**src/verilog/pubs_params.svh**
```systemverilog
// constants for the power-up boot sequencer
`ifndef PUBS_PARAMS_SVH
`define PUBS_PARAMS_SVH

`define PUBS_RESET_VECTOR 32'h8000_0000
`define PUBS_NUM_PLL 2
`define PUBS_NUM_DOM 4
`define PUBS_NUM_GATE 8
`define PUBS_DIV_W 3
`define PUBS_CNT_W 8
`define PUBS_PLL_RST 2'h0
`define PUBS_DIV_RST 3'h0
`define PUBS_GATE_RST 8'hff

`endif

```
**src/verilog/pubs_pkg.sv**
```systemverilog
// types shared by the power-up boot sequencer
`default_nettype none
`include "pubs_params.svh"

package pubs_pkg;

	typedef enum logic [1:0] {
		PUBS_SRC_RC,
		PUBS_SRC_PLL0,
		PUBS_SRC_PLL1
	} pubs_src_t;

	typedef enum logic [1:0] {
		PUBS_OP_PLL,
		PUBS_OP_DIV,
		PUBS_OP_GATE,
		PUBS_OP_SRC
	} pubs_op_t;

	// firmware clock-control command
	typedef struct packed {
		logic valid;
		pubs_op_t op;
		logic [2:0] idx;
		logic [7:0] data;
	} pubs_cmd_t;

	// supply status inputs
	typedef struct packed {
		logic por_active;
		logic pwr_stable;
		logic io_supply_ok;
		logic core_ok;
	} pubs_supply_t;

	// live clock configuration
	typedef struct packed {
		logic [`PUBS_NUM_PLL-1:0] pll_en;
		pubs_src_t src;
		logic [`PUBS_NUM_DOM-1:0][`PUBS_DIV_W-1:0] div;
		logic [`PUBS_NUM_GATE-1:0] gate;
	} pubs_clk_cfg_t;

endpackage : pubs_pkg

`default_nettype wire

```
**src/verilog/pubs_rst_sync.sv**
```systemverilog
// reset release synchroniser: async assert, two-stage clocked release
`timescale 1ns/1ps
`default_nettype none

module pubs_rst_sync (
	input wire logic i_ref_clk,
	input wire logic i_nrst,
	input wire logic i_hold,
	output logic o_release
);
	logic stage1;

	// first stage feeds only the second
	always_ff @(posedge i_ref_clk or negedge i_nrst) begin
		if (!i_nrst) begin
			stage1 <= 1'b0;
		end else begin
			stage1 <= !i_hold;
		end
	end

	// hold drops release at the next clock edge, not after two stages
	always_ff @(posedge i_ref_clk or negedge i_nrst) begin
		if (!i_nrst) begin
			o_release <= 1'b0;
		end else if (i_hold) begin
			o_release <= 1'b0;
		end else begin
			o_release <= stage1;
		end
	end
endmodule : pubs_rst_sync

`default_nettype wire

```
**src/verilog/pubs_top.sv**
```systemverilog
// power-up boot sequencer: reset release, boot clock setup, fetch start
// Summary of operation
// - system held reset until power stable
// - rc oscillator is clock once stable
// - plls disabled until firmware enables them
// - all module clocks running after start-up
// - dividers pass through after start-up
// - cpu fetches first at flash base
// - io supply monitor low keeps reset
// - firmware may enable plls, divide, gate
// - cpu runs once above por threshold with io supply ok
`timescale 1ns/1ps
`default_nettype none
`include "pubs_params.svh"

module pubs_top (
	input wire logic i_ref_clk,
	input wire logic i_nrst,
	input wire pubs_pkg::pubs_supply_t i_supply,
	input wire pubs_pkg::pubs_cmd_t i_cmd,
	output logic o_cpu_nrst,
	output logic o_sys_nrst,
	output logic o_fetch_start,
	output logic [31:0] o_fetch_addr,
	output pubs_pkg::pubs_clk_cfg_t o_clk_cfg,
	output logic [`PUBS_NUM_DOM-1:0] o_dom_en,
	output logic o_cmd_refused
);
	import pubs_pkg::*;

	typedef enum logic [1:0] {
		ST_HOLD,
		ST_BOOT,
		ST_RUN
	} pubs_state_t;

	pubs_state_t state;
	logic cpu_hold;
	logic sys_hold;
	logic cpu_rel;
	logic sys_rel;
	logic fast_ok;
	logic [`PUBS_CNT_W-1:0] div_cnt [`PUBS_NUM_DOM];

	function automatic logic [`PUBS_CNT_W-1:0] div_mask(input logic [`PUBS_DIV_W-1:0] d);
		logic [15:0] m;
		m = (16'h1 << d) - 16'h1;
		return m[`PUBS_CNT_W-1:0];
	endfunction : div_mask

	assign cpu_hold = i_supply.por_active | !i_supply.io_supply_ok;
	assign sys_hold = cpu_hold | !i_supply.pwr_stable;
	assign fast_ok = i_supply.pwr_stable & i_supply.core_ok;

	pubs_rst_sync u_cpu_sync (
		.i_ref_clk(i_ref_clk),
		.i_nrst(i_nrst),
		.i_hold(cpu_hold),
		.o_release(cpu_rel)
	);

	pubs_rst_sync u_sys_sync (
		.i_ref_clk(i_ref_clk),
		.i_nrst(i_nrst),
		.i_hold(sys_hold),
		.o_release(sys_rel)
	);

	assign o_cpu_nrst = cpu_rel;
	assign o_sys_nrst = sys_rel;

	always_ff @(posedge i_ref_clk or negedge i_nrst) begin
		if (!i_nrst) begin
			state <= ST_HOLD;
		end else if (!cpu_rel) begin
			state <= ST_HOLD;
		end else begin
			unique case (state)
				ST_HOLD: begin
					state <= ST_BOOT;
				end
				ST_BOOT: begin
					state <= ST_RUN;
				end
				ST_RUN: begin
					state <= ST_RUN;
				end
			endcase
		end
	end

	always_ff @(posedge i_ref_clk or negedge i_nrst) begin
		if (!i_nrst) begin
			o_fetch_start <= 1'b0;
			o_fetch_addr <= `PUBS_RESET_VECTOR;
		end else begin
			o_fetch_start <= cpu_rel && (state == ST_HOLD);
			o_fetch_addr <= `PUBS_RESET_VECTOR;
		end
	end

	// config returns to boot defaults whenever the cpu is in reset
	always_ff @(posedge i_ref_clk or negedge i_nrst) begin
		if (!i_nrst) begin
			o_clk_cfg.pll_en <= `PUBS_PLL_RST;
			o_clk_cfg.src <= PUBS_SRC_RC;
			o_clk_cfg.div <= '0;
			o_clk_cfg.gate <= `PUBS_GATE_RST;
			o_cmd_refused <= 1'b0;
		end else if (!cpu_rel) begin
			o_clk_cfg.pll_en <= `PUBS_PLL_RST;
			o_clk_cfg.src <= PUBS_SRC_RC;
			for (int i = 0; i < `PUBS_NUM_DOM; i++) begin
				o_clk_cfg.div[i] <= `PUBS_DIV_RST;
			end
			o_clk_cfg.gate <= `PUBS_GATE_RST;
			o_cmd_refused <= 1'b0;
		end else begin
			o_cmd_refused <= 1'b0;
			if (i_cmd.valid) begin
				unique case (i_cmd.op)
					PUBS_OP_PLL: begin
						o_clk_cfg.pll_en[i_cmd.idx[0]] <= i_cmd.data[0];
						// dropping the live pll falls back to rc, never a dead clock
						if (!i_cmd.data[0] && (o_clk_cfg.src != PUBS_SRC_RC)
								&& (o_clk_cfg.src[1] == i_cmd.idx[0])) begin
							o_clk_cfg.src <= PUBS_SRC_RC;
						end
					end
					PUBS_OP_DIV: begin
						o_clk_cfg.div[i_cmd.idx[1:0]] <= i_cmd.data[`PUBS_DIV_W-1:0];
					end
					PUBS_OP_GATE: begin
						o_clk_cfg.gate[i_cmd.idx] <= i_cmd.data[0];
					end
					PUBS_OP_SRC: begin
						if (i_cmd.data[1:0] == 2'h0) begin
							o_clk_cfg.src <= PUBS_SRC_RC;
						end else if (i_cmd.data[1:0] == 2'h3) begin
							o_cmd_refused <= 1'b1;
						end else if (fast_ok && o_clk_cfg.pll_en[i_cmd.data[1]]) begin
							o_clk_cfg.src <= pubs_src_t'(i_cmd.data[1:0]);
						end else begin
							o_cmd_refused <= 1'b1;
						end
					end
				endcase
			end
		end
	end

	always_ff @(posedge i_ref_clk or negedge i_nrst) begin
		if (!i_nrst) begin
			o_dom_en <= '0;
			for (int i = 0; i < `PUBS_NUM_DOM; i++) begin
				div_cnt[i] <= '0;
			end
		end else begin
			for (int i = 0; i < `PUBS_NUM_DOM; i++) begin
				if ((div_cnt[i] & div_mask(o_clk_cfg.div[i])) == div_mask(o_clk_cfg.div[i])) begin
					div_cnt[i] <= '0;
					o_dom_en[i] <= 1'b1;
				end else begin
					div_cnt[i] <= div_cnt[i] + 8'h01;
					o_dom_en[i] <= 1'b0;
				end
			end
		end
	end
endmodule : pubs_top

`default_nettype wire

```
**config.mk**
```make
export PLATFORM = sky130hd
export DESIGN_NAME = pubs_top
export DESIGN_NICKNAME = d
export VERILOG_FILES = /design/src/verilog/pubs_pkg.sv /design/src/verilog/pubs_rst_sync.sv /design/src/verilog/pubs_top.sv
export VERILOG_INCLUDE_DIRS = /design/src /design/src/verilog
export SDC_FILE = /design/constraint.sdc
export NUM_CORES = 1
export LEC_CHECK = 0
export BUFFER_PORTS_ARGS = -buffer_cell sky130_fd_sc_hd__buf_2
export CAP_MARGIN = 20
export CORE_MARGIN = 2
export CORE_UTILIZATION = 45
export DETAILED_ROUTE_END_ITERATION = 8
export PLACE_DENSITY = 0.69
export SLEW_MARGIN = 5
export SYNTH_ARGS = -nofsm -noshare
export SYNTH_HDL_FRONTEND = slang
export SYNTH_SLANG_ARGS = --single-unit
```
**constraint.sdc**
```tcl
create_clock -name i_ref_clk -period 1.6 [get_ports i_ref_clk]
set_input_delay 0.48 -clock i_ref_clk [delete_from_list [all_inputs] [get_ports i_ref_clk]]
set_output_delay 0.48 -clock i_ref_clk [all_outputs]
set_load 0.005 [all_outputs]
```
# --- Word-level counts from Yosys, hierarchy flattened ---
# Cells that the tools add are included.
op_classes:
  add_sub_neg: 8
  order_cmp: 7
  n_eq_ne: 19
  shifts: 4
  mux: 39
  bitwise_logic: 7
  reduce_logical: 21
op_table:
  columns: ["operator", "n"]
  rows:
  - ["$mux W24", 2]
  - ["$mux W8", 5]
  - ["$add A8 B1 Y8 const B", 4]
  - ["$and A8 B8 Y8", 4]
  - ["$eq A8 B8 Y1", 4]
  - ["$shl A1 B3 Y8 const A", 4]
  - ["$sub A8 B1 Y8 const B", 4]
  - ["$mux W1", 16]
  - ["$bwmux W12", 1]
  - ["$mux W12", 1]
  - ["$mux W2", 6]
  - ["$bwmux W8", 1]
  - ["$eq A2 B2 Y1 const B", 4]
  - ["$ne A2 B2 Y1 const B", 4]
  - ["$ne A4 B4 Y1 const B", 2]
  - ["$pmux W2 S2", 2]
  - ["$logic_and A1 B1 Y1", 7]
  - ["$demux W3 S2", 1]
  - ["$logic_not A2 Y1", 3]
  - ["$ne A3 B3 Y1 const B", 2]
  - ["$reduce_and A2 Y1", 3]
  - ["$logic_not A1 Y1", 5]
  - ["$reduce_and A5 Y1", 1]
  - ["$eq A2 B1 Y1 const B", 2]
  - ["other kinds (15)", 17]
totals:
  reg_bits: 68
  elab_cells: 124

# --- Logic depth before layout (Yosys ltp) ---
# Gate-level depths: netlist of run 1.
depth:
  depth_word: 9
  depth_mapped: 7

# --- By module ---
# Synthesis of run 1 repeated with hierarchy kept, for this count alone.
hier_totals:
  hier_cells: 335
  area_unflattened_um2: 3329.4
by_module_without_submodules:
  columns: ["module", "instances", "cells_each", "area_per_inst_um2", "seq_area_each_um2"]
  rows:
  - ["pubs_top", 1, 327, 3209.3, 1511.4]
  - ["pubs_rst_sync", 2, 4, 60.1, 50.0]

# --- Worst setup path after synthesis of run 1 ---
# No wires, ideal clock.
synth_timing:
  path_kind: "input-to-reg"
  startpoint: "input port i_cmd[11] (netlist bit)"
  endpoint: "register o_clk_cfg[20] (netlist bit)"
  setup_ps: 79
  arrival_ps: 1574
  setup_slack_ps: -54
  cell_stages: 5
  path_buffers: 0
  path_cell_list: "inv_1 -> ha_1 -> a311o_1 -> a311oi_2 -> mux2i_1"
synth_between:
  elab_chain_cells: 4
synth_lines:
  columns: ["item", "line_no", "text"]
  rows:
  - ["start, declared", "pubs_top.sv:20", "input wire pubs_pkg::pubs_cmd_t i_cmd,"]
  - ["$eq A2 B2 Y1 / $logic_not A2 Y1 (equally long branches)", "pubs_top.sv:121", "unique case (i_cmd.op)"]
  - ["$pmux W2 S2", "pubs_top.sv:121", null]
  - ["$mux W24", "pubs_top.sv:120", "if (i_cmd.valid) begin"]
  - ["$mux W24", "pubs_top.sv:110", "end else if (!cpu_rel) begin"]
  - ["end, declared", "pubs_top.sv:25", "output pubs_pkg::pubs_clk_cfg_t o_clk_cfg,"]
# Several ways; a longest one is shown, not always the timed one. The select of a mux whose other input is x is not followed.
# A chain may end at the register's enable or synchronous reset.

# --- Worst setup path in the final report of run 1 ---
layout_timing:
  startpoint: "register u_cpu_sync.o_release"
  endpoint: "output port o_cpu_nrst"
layout_rtl:
  columns: ["item", "line_no", "text"]
  rows:
  - ["start, declared", "pubs_rst_sync.sv:9", "output logic o_release"]
  - ["start signal, assigned", "pubs_rst_sync.sv:29", "o_release <= stage1;"]
  - ["end, declared", "pubs_top.sv:21", "output logic o_cpu_nrst,"]
# No word-level cell between the ends.

==> results of run 1 <==
-- worst min path at each step --
stage	endpoint	slack, ns
finish	div_cnt[27]	0.14
global route	div_cnt[27]	0.17
CTS	div_cnt[26]	0.16
detailed placement	u_cpu_sync.o_release	0.46
global placement	u_cpu_sync.o_release	0.44
floorplan	div_cnt[0]	0.18
-- layout make-up --
type / count / area, sq um / area share (%)
clock buffer: 12 / 155 / 3.98
clock inverter: 1 / 5.00 / 0.128
inverter: 8 / 32.5 / 0.834
multi-input combinational: 246 / 1550 / 39.8
sequential: 64 / 1610 / 41.3
tap: 99 / 124 / 3.17
timing repair buffer: 70 / 423 / 10.8
-- per-stage QoR --
step	power, mW	TNS (ns)	worst slack [ns]
3_5_place_dp	1.85	-1.71	-0.237
6_report	3.01	0	0.0906
2_1_floorplan	1.80	0	0.0175
5_1_grt	3.15	0	0.0310
3_3_place_gp	1.84	-1.05	-0.181
4_1_cts	3.05	0	0.0773
-- state kept, by name, summed over array words and instances (netlist names) --
signal                cells
div_cnt                  28
o_clk_cfg                24
o_cmd_refused             1
o_dom_en                  4
o_fetch_start             1
state                     2
u_cpu_sync.o_release      1
u_cpu_sync.stage1         1
u_sys_sync.o_release      1
u_sys_sync.stage1         1
-- cell families (layout without fill, tap and decap cells) --
logic type | Yosys count | in the layout | share of synthesized area [%]
xor+xnor | 20 | 20 | 5.23
flops | 64 | 64 | 48.1
simple gates | 104 | 104 | 16.5
fa+ha+maj | 9 | 9 | 3.36
buf+inv | 49 | 91 | 9.34
compound gates | 64 | 64 | 12.2
mux | 17 | 17 | 5.08
other cells | 2 | 32 | 0.224
-- where the power goes --
| part | switching (mW) | internal, mW | total, mW |
|---|---|---|---|
| logic | 0.118 | 0.0715 | 0.189 |
| clock network | 0.571 | 0.619 | 1.19 |
| registers | 0.00391 | 1.63 | 1.63 |
-- worst register-to-register path, stage by stage (launching register included) --
cell and delay (ns):
dfrtp_1 0.41, and2_1 0.16, a21bo_2 0.22, o21ai_1 0.36, a21boi_0 0.15
-- cell usage after synthesis, types with 3 or more instances --
cell type  instances  area, sq um
buf_4             33          248
ha_1               9          113
a21boi_0           7         52.6
o22ai_1            3         18.8
buf_2              3         15.0
and3_1             3         18.8
xor2_1            12          105
and2_1            12         75.1
nand2b_1           7         43.8
nor2_1            11         41.3
inv_1              8         30.0
nand3_1           11         55.1
nor3_1             6         30.0
dfstp_2            8          210
nor2b_1           22          138
o21ai_0            7         35.0
o311ai_0           6         52.6
nand2_1           23         86.3
clkbuf_1           4         15.0
o21a_1             3         22.5
a21oi_1           25          125
dfrtp_1           56         1400
o21ai_1            5         25.0
mux2i_1           17          170
nand4_1            3         18.8
xnor2_1            8         70.1
-- metal layers --
layer	vias to the layer above	share of wire [%]	wire, um
li1	1196	-	-
met1	1153	49	3160
met2	68	44	2880
met3	8	5.3	343
met4	0	1.6	104
met5	-	0	0
==> flow_summary.ini, run 1 <==
[worst_setup_path]
crit_required_ns = 1.12
criticalPathCategory = reg -> out
cp-endpoint = o_cpu_nrst
r2r-end = div_cnt[1]
cp-end-kind = output port
path_max_fanout = 10
arrival_ns = 1.03
crit_path_start_kind = flop
r2r-start = div_cnt[2]
path_cells = buf_2
cp.depth = 1
timing.reg2reg.setup_slack_ns = 0.15
cp_top_family = flip-flops
cp.buffers_inverters = 1
reg2reg_depth = 4
slowest_stage = dfrtp_1
max_stage_delay_ns = 0.52
startpoint = u_cpu_sync.o_release

[clocking]
clockBufferDepth = 2
insertion_delay_ns = 0.34
cts-resized-gates = 0
cts_max_level = 3
numClockSinks = 64
cts_made_buffers = 9
root_buffer = clkbuf_8
clk_pin_slew_ns = 0.06
cts_tree = yes
postCtsHoldBufs = 0
post-cts-setup-buffer-count = 0

[min_path]
hold_path_class = in -> async

[cells_and_area]
nets = 428
n_antenna_cell = 0
post-route-util_pct = 54.1
area_growth_pct = 16.5
mostFrequentLayoutCell = dfrtp_1
mostFrequentLayoutCells = 56 x dfrtp_1, 46 x buf_2, 32 x conb_1, 25 x a21oi_1
final_area_sq_mm = 0.00390
layout-drive-gt1-share_pct = 25.2
final_cells = 500
fillers = 674

[sta]
fin_crit_ns = 1.51
final.setup_skew_ns = 0.00718
slew_violations = 0
setup_viol = 0
finalCritPeriodShare_pct = 94.3
timing.hold.ws_ns = 0.144
final_hold_viol_count = 0
rsz0062_at_grt = no
max_freq_ghz = 0.663

[global_route]
grtUsageMet3_pct = 5.51
gr-usage-met1_pct = 23.4
first_global_vias = 2325
antenna_found_initial = 0
grt_max_degree = 65
grtUsageTotal_pct = 16.9
gr-total-overflow = 0
grt_pass1_wl_mm = 11.1
grt.busiest_layer = met2
grtUsageMet2_pct = 24.9

[routing]
detail_route.vias_per_cell = 4.85
drc = 0
initialDrtViolationCount = 77
vias = 2425
dr.pass1.iters = 4
finalWirelength_mm = 6.49
wire_per_inst_um = 13.0
ant_nets = 0

[place]
port_buffers = 46
dp_cells = 487
placed_cell_area_sq_mm = 0.00374
gp_congestion = 0.782
dpl.hpwl_mm = 4.66

[pwr]
irDropWorstVdd_mv = 0.335
p_leak_nw = 1.81
powerDensity_mw_per_mm2 = 771

[die]
start_util_pct = 46.4
die_w_um = 90.3
die-height_um = 90.3
dieArea_sq_mm = 0.00815
fp-row-count = 31
core_area_sq_mm = 0.00721
ios = 84

[yosys]
netlist_area_sq_mm = 0.00335
synth_seq_cells = 64
async_reset_ff_share_pct = 100
ys_types = 39
yosysWarnings = 0
synth_edf_count = 0
avgSynthCellArea_sq_um = 10.2
ys.flop_type = dfrtp_1
syn_inst = 329
yosysSeqAreaShare_pct = 48.1

[status]
status = completed

[flow_run]
max_cap_viol_count = 0
(Power assumes the default switching activity.)
==> run 2: changes to the inputs <==
--- a/config.mk
+++ b/config.mk
@@ -8,10 +8,12 @@
 export LEC_CHECK = 0
 export BUFFER_PORTS_ARGS = -buffer_cell sky130_fd_sc_hd__buf_2
 export CAP_MARGIN = 20
+export CELL_PAD_IN_SITES_DETAIL_PLACEMENT = 0
+export CELL_PAD_IN_SITES_GLOBAL_PLACEMENT = 1
 export CORE_MARGIN = 2
-export CORE_UTILIZATION = 45
+export CORE_UTILIZATION = 40
 export DETAILED_ROUTE_END_ITERATION = 8
-export PLACE_DENSITY = 0.69
+export PLACE_DENSITY_LB_ADDON = 0.1
 export SLEW_MARGIN = 5
 export SYNTH_ARGS = -nofsm -noshare
 export SYNTH_HDL_FRONTEND = slang
==> run 2 against run 1 <==
  * Clock power up 23%
  * Setup slack better by 0.022 ns
  * Total power up 8.8%
  * Cell area up 1.7%
  * Sequential share of layout area down 0.68 points
  * Routed wire length up 3.7%
  * Via count down 0.62%
  * Register-to-register slack worse by 0.04 ns
  * Global-route usage down 0.77 points
  * Sequential power about the same
  * Critical path type is now reg -> reg
  * Critical endpoint is now o_clk_cfg[21]
==> flow_summary.ini, run 2 (synthesis gave the netlist of run 1 again) <==
[cells_and_area]
mostFrequentLayoutCell = dfrtp_1
nets = 429
final_area_sq_mm = 0.00397
seqCellArea_sq_mm = 0.00161
regMostFlops = div_cnt
area_growth_pct = 18.4
fillers = 800
largest_reg_flops = 28
final_cells = 510
multiInputGateArea_sq_mm = 0.00155
layout-drive-gt1-share_pct = 25.7
mostFrequentLayoutCells = 56 x dfrtp_1, 46 x buf_2, 32 x conb_1, 25 x a21oi_1, 24 x buf_4
reg.largest.list = div_cnt: 28 flops, o_clk_cfg: 24 flops, o_dom_en: 4 flops
n_antenna_cell = 0

[sta]
finalWorstSetupSlack_ns = 0.113
fin_crit_ns = 1.49
final_hold_viol_count = 0
slew_violations = 0
final.setup_skew_ns = 0.0114
finalCritPeriodShare_pct = 93.0
rsz0062_at_grt = no
setup_viol = 0
max_freq_ghz = 0.672

[worst_setup_path]
crit_required_ns = 1.86
cp_top_family = compound AO/OA/AOI/OAI gates
cp-end-kind = flop
path_max_fanout = 3
crit_path_start_kind = flop
path_cells = nand3_1 > a311o_1 > a311oi_2 > mux2i_1
slowest_stage = a311o_1
arrival_ns = 1.75
max_stage_delay_ns = 0.39
timing.reg2reg.setup_slack_ns = 0.11
cp.buffers_inverters = 0
criticalPathCategory = reg -> reg

[routing]
initialDrtViolationCount = 58
vias = 2410
wire_per_inst_um = 13.2
finalWirelength_mm = 6.73
drc = 0
ant_nets = 0
detail_route.vias_per_cell = 4.73
dr.pass1.iters = 4

[global_route]
first_global_vias = 2256
grt_max_degree = 65
grtUsageTotal_pct = 16.2
antenna_found_initial = 1
gr-total-overflow = 0
grt_pass1_wl_mm = 11.2

[pwr]
power_frac_comb_pct = 5.7
p_clk_share_pct = 44.6
seqPwrFrac_pct = 49.7
power_mw = 3.27
irDropWorstVdd_mv = 0.375
internal_power_mw = 2.54
powerDensity_mw_per_mm2 = 825
p_leak_nw = 1.83
power.switching_uw = 731
switching_share_pct = 22.3

[clocking]
cts_tree = yes
insertion_delay_ns = 0.34
clk_pin_slew_ns = 0.07
post-cts-setup-buffer-count = 0
root_buffer = clkbuf_8
cts-resized-gates = 0
numClockSinks = 64
cts_max_level = 3
postCtsHoldBufs = 0
cts_made_buffers = 9
clockBufferDepth = 2

[place]
dpl.hpwl_mm = 4.75
pre_cts_ws_ns = -0.221
port_buffers = 46
gp_congestion = 0.775
dp_cells = 494
placed_cell_area_sq_mm = 0.00376

[die]
ios = 84
die-height_um = 95.5
dieArea_sq_mm = 0.00913
die_w_um = 95.5
fp-row-count = 33
core_area_sq_mm = 0.00818
start_util_pct = 41.0

[status]
status = completed

[min_path]
hold_path_class = in -> async

[flow_run]
max_cap_viol_count = 0
## run 2: power by group through the flow
stage / sequential (mW) / combinational [mW] / clock [mW]
2_1_floorplan: 1.66 / 0.142 / 0
4_1_cts: 1.63 / 0.192 / 1.52
3_5_place_dp: 1.66 / 0.191 / 0
5_1_grt: 1.63 / 0.217 / 1.58
6_report: 1.63 / 0.188 / 1.46
3_3_place_gp: 1.66 / 0.189 / 0
## run 2: worst paths after layout
check / start / endpoint / depth (start not counted)
worst max-delay path: o_clk_cfg[23] / o_clk_cfg[21] / 4
worst min-delay path: i_nrst / o_dom_en[3] / 2
worst max register to register: o_clk_cfg[23] / o_clk_cfg[21] / 4
min in group i_ref_clk: i_supply[3] / u_cpu_sync.stage1 / 2
worst min register to register: u_cpu_sync.stage1 / u_cpu_sync.o_release / 1
max in group asynchronous: i_nrst / o_clk_cfg[6] / 2
## run 2: area by class of cell
class / count / area share (%)
clock buffer: 14 / 4.35
clock inverter: 2 / 0.946
inverter: 8 / 0.820
multi-input combinational: 246 / 39.1
sequential: 64 / 40.6
tap: 105 / 3.31
timing repair buffer: 71 / 10.8
## run 2: per-layer routing
| layer | vias up | wire (um) | global-route usage, % |
|---|---|---|---|
| met4 | 2 | 124 | 7.50 |
| li1 | 1204 | - | - |
| met5 | - | 11 | 0 |
| met2 | 59 | 3100 | 24.5 |
| met1 | 1133 | 3180 | 21.8 |
| met3 | 12 | 313 | 4.03 |
## run 2: metrics by stage
| step | setup TNS [ns] | utilization, % | hold slack, ns |
|---|---|---|---|
| 6_report | 0 | 48.5 | 0.148 |
| 5_1_grt | 0 | 48.5 | 0.166 |
| 4_1_cts | 0 | 48.5 | 0.152 |
| 3_5_place_dp | -1.21 | 46.0 | 0.444 |
| 3_3_place_gp | -0.999 | 46.0 | 0.434 |
| 2_1_floorplan | 0 | - | 0.184 |
==> run 3: changes to the inputs <==
--- a/config.mk
+++ b/config.mk
@@ -17,4 +17,5 @@
 export SLEW_MARGIN = 5
 export SYNTH_ARGS = -nofsm -noshare
 export SYNTH_HDL_FRONTEND = slang
+export SYNTH_HIERARCHICAL = 1
 export SYNTH_SLANG_ARGS = --single-unit
==> run 3 against run 2 <==
  * Clock power grew 28%
  * Setup slack gained 0.026 ns
  * Largest cell class unchanged
  * Clock skew shrank 0.0035 ns
  * Final cell count shrank 0.20%
  * Sequential power is essentially flat
  * Maximum frequency grew 1.8%
  * Core utilization shrank 0.12 points
  * Global-route usage shrank 0.21 points
==> flow_summary.ini, run 3 <==
[routing]
initialDrtViolationCount = 68
drc = 0
finalWirelength_mm = 6.63
vias = 2441
dr.pass1.iters = 5
wire_per_inst_um = 13.0
detail_route.vias_per_cell = 4.80
ant_nets = 0

[clocking]
cts_made_buffers = 9
cts_max_level = 3
insertion_delay_ns = 0.34
clk_pin_slew_ns = 0.07
numClockSinks = 64
root_buffer = clkbuf_8
clockBufferDepth = 2
cts-resized-gates = 0
cts_tree = yes
postCtsHoldBufs = 0
post-cts-setup-buffer-count = 0

[cells_and_area]
area_growth_pct = 18.3
mostFrequentLayoutCells = 56 x dfrtp_1, 46 x buf_2, 32 x nand2_1, 32 x conb_1, 28 x a21oi_1
reg.largest.list = div_cnt: 28 flops, o_clk_cfg: 24 flops, o_dom_en: 4 flops
regMostFlops = div_cnt
fillers = 794
layout-drive-gt1-share_pct = 22.8
nets = 424
largest_reg_flops = 28
n_antenna_cell = 0
mostFrequentLayoutCell = dfrtp_1

[sta]
setup_viol = 0
fin_crit_ns = 1.46
worst_pin_slew_ns = 0.556
max_freq_ghz = 0.684
slew_violations = 0
finalWorstSetupSlack_ns = 0.138
timing.hold.ws_ns = 0.0542
fin_tns_setup_ns = 0
slew_headroom_pct = 62.7
finalCritPeriodShare_pct = 91.3
final_hold_viol_count = 0
rsz0062_at_grt = no
final.setup_skew_ns = 0.00790

[global_route]
grtUsageTotal_pct = 16.0
grt_pass1_wl_mm = 11.1
gr-total-overflow = 0
antenna_found_initial = 0
grt_max_degree = 35
first_global_vias = 2290

[die]
ios = 84
fp-row-count = 33
die-height_um = 95.2
core_area_sq_mm = 0.00813
start_util_pct = 40.9
die_w_um = 95.2
dieArea_sq_mm = 0.00907

[flow_run]
max_cap_viol_count = 0

[pwr]
irDropWorstVdd_mv = 0.401
power_mw = 3.66
seqPwrFrac_pct = 44.5
power.switching_uw = 745
powerDensity_mw_per_mm2 = 929
p_leak_nw = 1.77
power_frac_comb_pct = 4.5
switching_share_pct = 20.4
p_clk_share_pct = 51.0
internal_power_mw = 2.91

[yosys]
ys_types = 40
yosys.area.top_type = dfrtp_1
yosysMostFrequentCell = dfrtp_1
async_reset_ff_share_pct = 100
syn_inst = 335
synth_seq_cells = 64
synth_top_cell_area_share_pct = 42.1
netlist_area_sq_mm = 0.00333
synth.area.top_cells = dfrtp_1 42%, buf_4 7.2%, dfstp_2 6.3%
synth_common_cells = 56 x dfrtp_1, 32 x buf_4, 32 x nand2_1
avgSynthCellArea_sq_um = 9.94
ys.flop_type = dfrtp_1
yosysSeqAreaShare_pct = 48.4
synth_edf_count = 0
yosysWarnings = 6

[worst_setup_path]
cp-end-kind = output port
max_stage_delay_ns = 0.54
path_cells = buf_2
crit_path_start_kind = flop
cp_top_family = flip-flops
crit_required_ns = 1.12
cp.buffers_inverters = 1
path_max_fanout = 2
arrival_ns = 0.98
timing.reg2reg.setup_slack_ns = 0.16
criticalPathCategory = reg -> out
slowest_stage = dfstp_2

[place]
gp_congestion = 0.804
port_buffers = 46
pre_cts_ws_ns = -0.0503
dpl.hpwl_mm = 4.67

[status]
status = completed

[min_path]
hold_path_class = in -> async
-- run 3: changes by cell type after synthesis, sizes merged, moves of 6 or more --
| cell | before | now |
|---|---|---|
| a21boi | 7 | 17 |
| mux2i | 17 | 6 |
| nand2 | 23 | 32 |
| nand2b | 7 | 13 |
| o21ai | 12 | 22 |
| inv | 8 | 14 |
| nor2b | 22 | 8 |
-- run 3: path summary, 6_finish.rpt --
path | startpoint | to | cells past startpoint
setup / recovery | o_clk_cfg[4] | o_clk_cfg[4] | 1
hold / removal | i_nrst | div_cnt[5] | 1
min in group i_ref_clk | i_supply[1] | u_cpu_sync/stage1 | 3
setup reg to reg | o_clk_cfg[21] | o_clk_cfg[20] | 4
hold reg to reg | div_cnt[0] | div_cnt[0] | 1
max in group asynchronous | i_nrst | o_clk_cfg[7] | 2
-- run 3: layout make-up --
class / count / area [sq um] / area share (%)
timing repair buffer: 61 / 368 / 9.34
sequential: 64 / 1610 / 40.9
inverter: 14 / 52.6 / 1.33
tap: 105 / 131 / 3.34
clock buffer: 11 / 141 / 3.59
multi-input combinational: 249 / 1510 / 38.2
clock inverter: 5 / 128 / 3.24
-- run 3: power groups by stage --
stage,clock [mW],combinational (mW),sequential [mW]
finish,1.87,0.165,1.63
global route,2.01,0.188,1.63
CTS,1.92,0.168,1.63
detailed placement,0,0.168,1.66
global placement,0,0.165,1.66
floorplan,0,0.125,1.66
-- run 3: per-stage QoR --
step	cell area, sq um	std cells	utilization (%)
after floorplan	3440	365	-
after global placement	3670	493	45.1
after detailed placement	3670	493	45.1
after CTS	3940	509	48.4
after global routing	3940	509	48.4
final	3940	509	48.4
-- run 3: cell families after synthesis --
kind of cell / count (synthesis) / synth area share (%)
XOR/XNOR: 20 / 5.26
AND/OR/NAND/NOR: 105 / 16.9
AO/OA/AOI/OAI: 81 / 15.8
flip-flops: 64 / 48.4
other: 2 / 0.226
adder cells (fa/ha/maj): 5 / 1.88
buffers and inverters: 52 / 9.77
multiplexers: 6 / 1.80
-- run 3: per-layer routing --
| layer | share of wire (%) | global-route usage, % | up-vias |
|---|---|---|---|
| met5 | 0 | 0 | - |
| met4 | 1.7 | 6.88 | 0 |
| met3 | 5.0 | 4.11 | 10 |
| met2 | 45 | 24.2 | 68 |
| met1 | 48 | 21.7 | 1158 |
| li1 | - | - | 1205 |
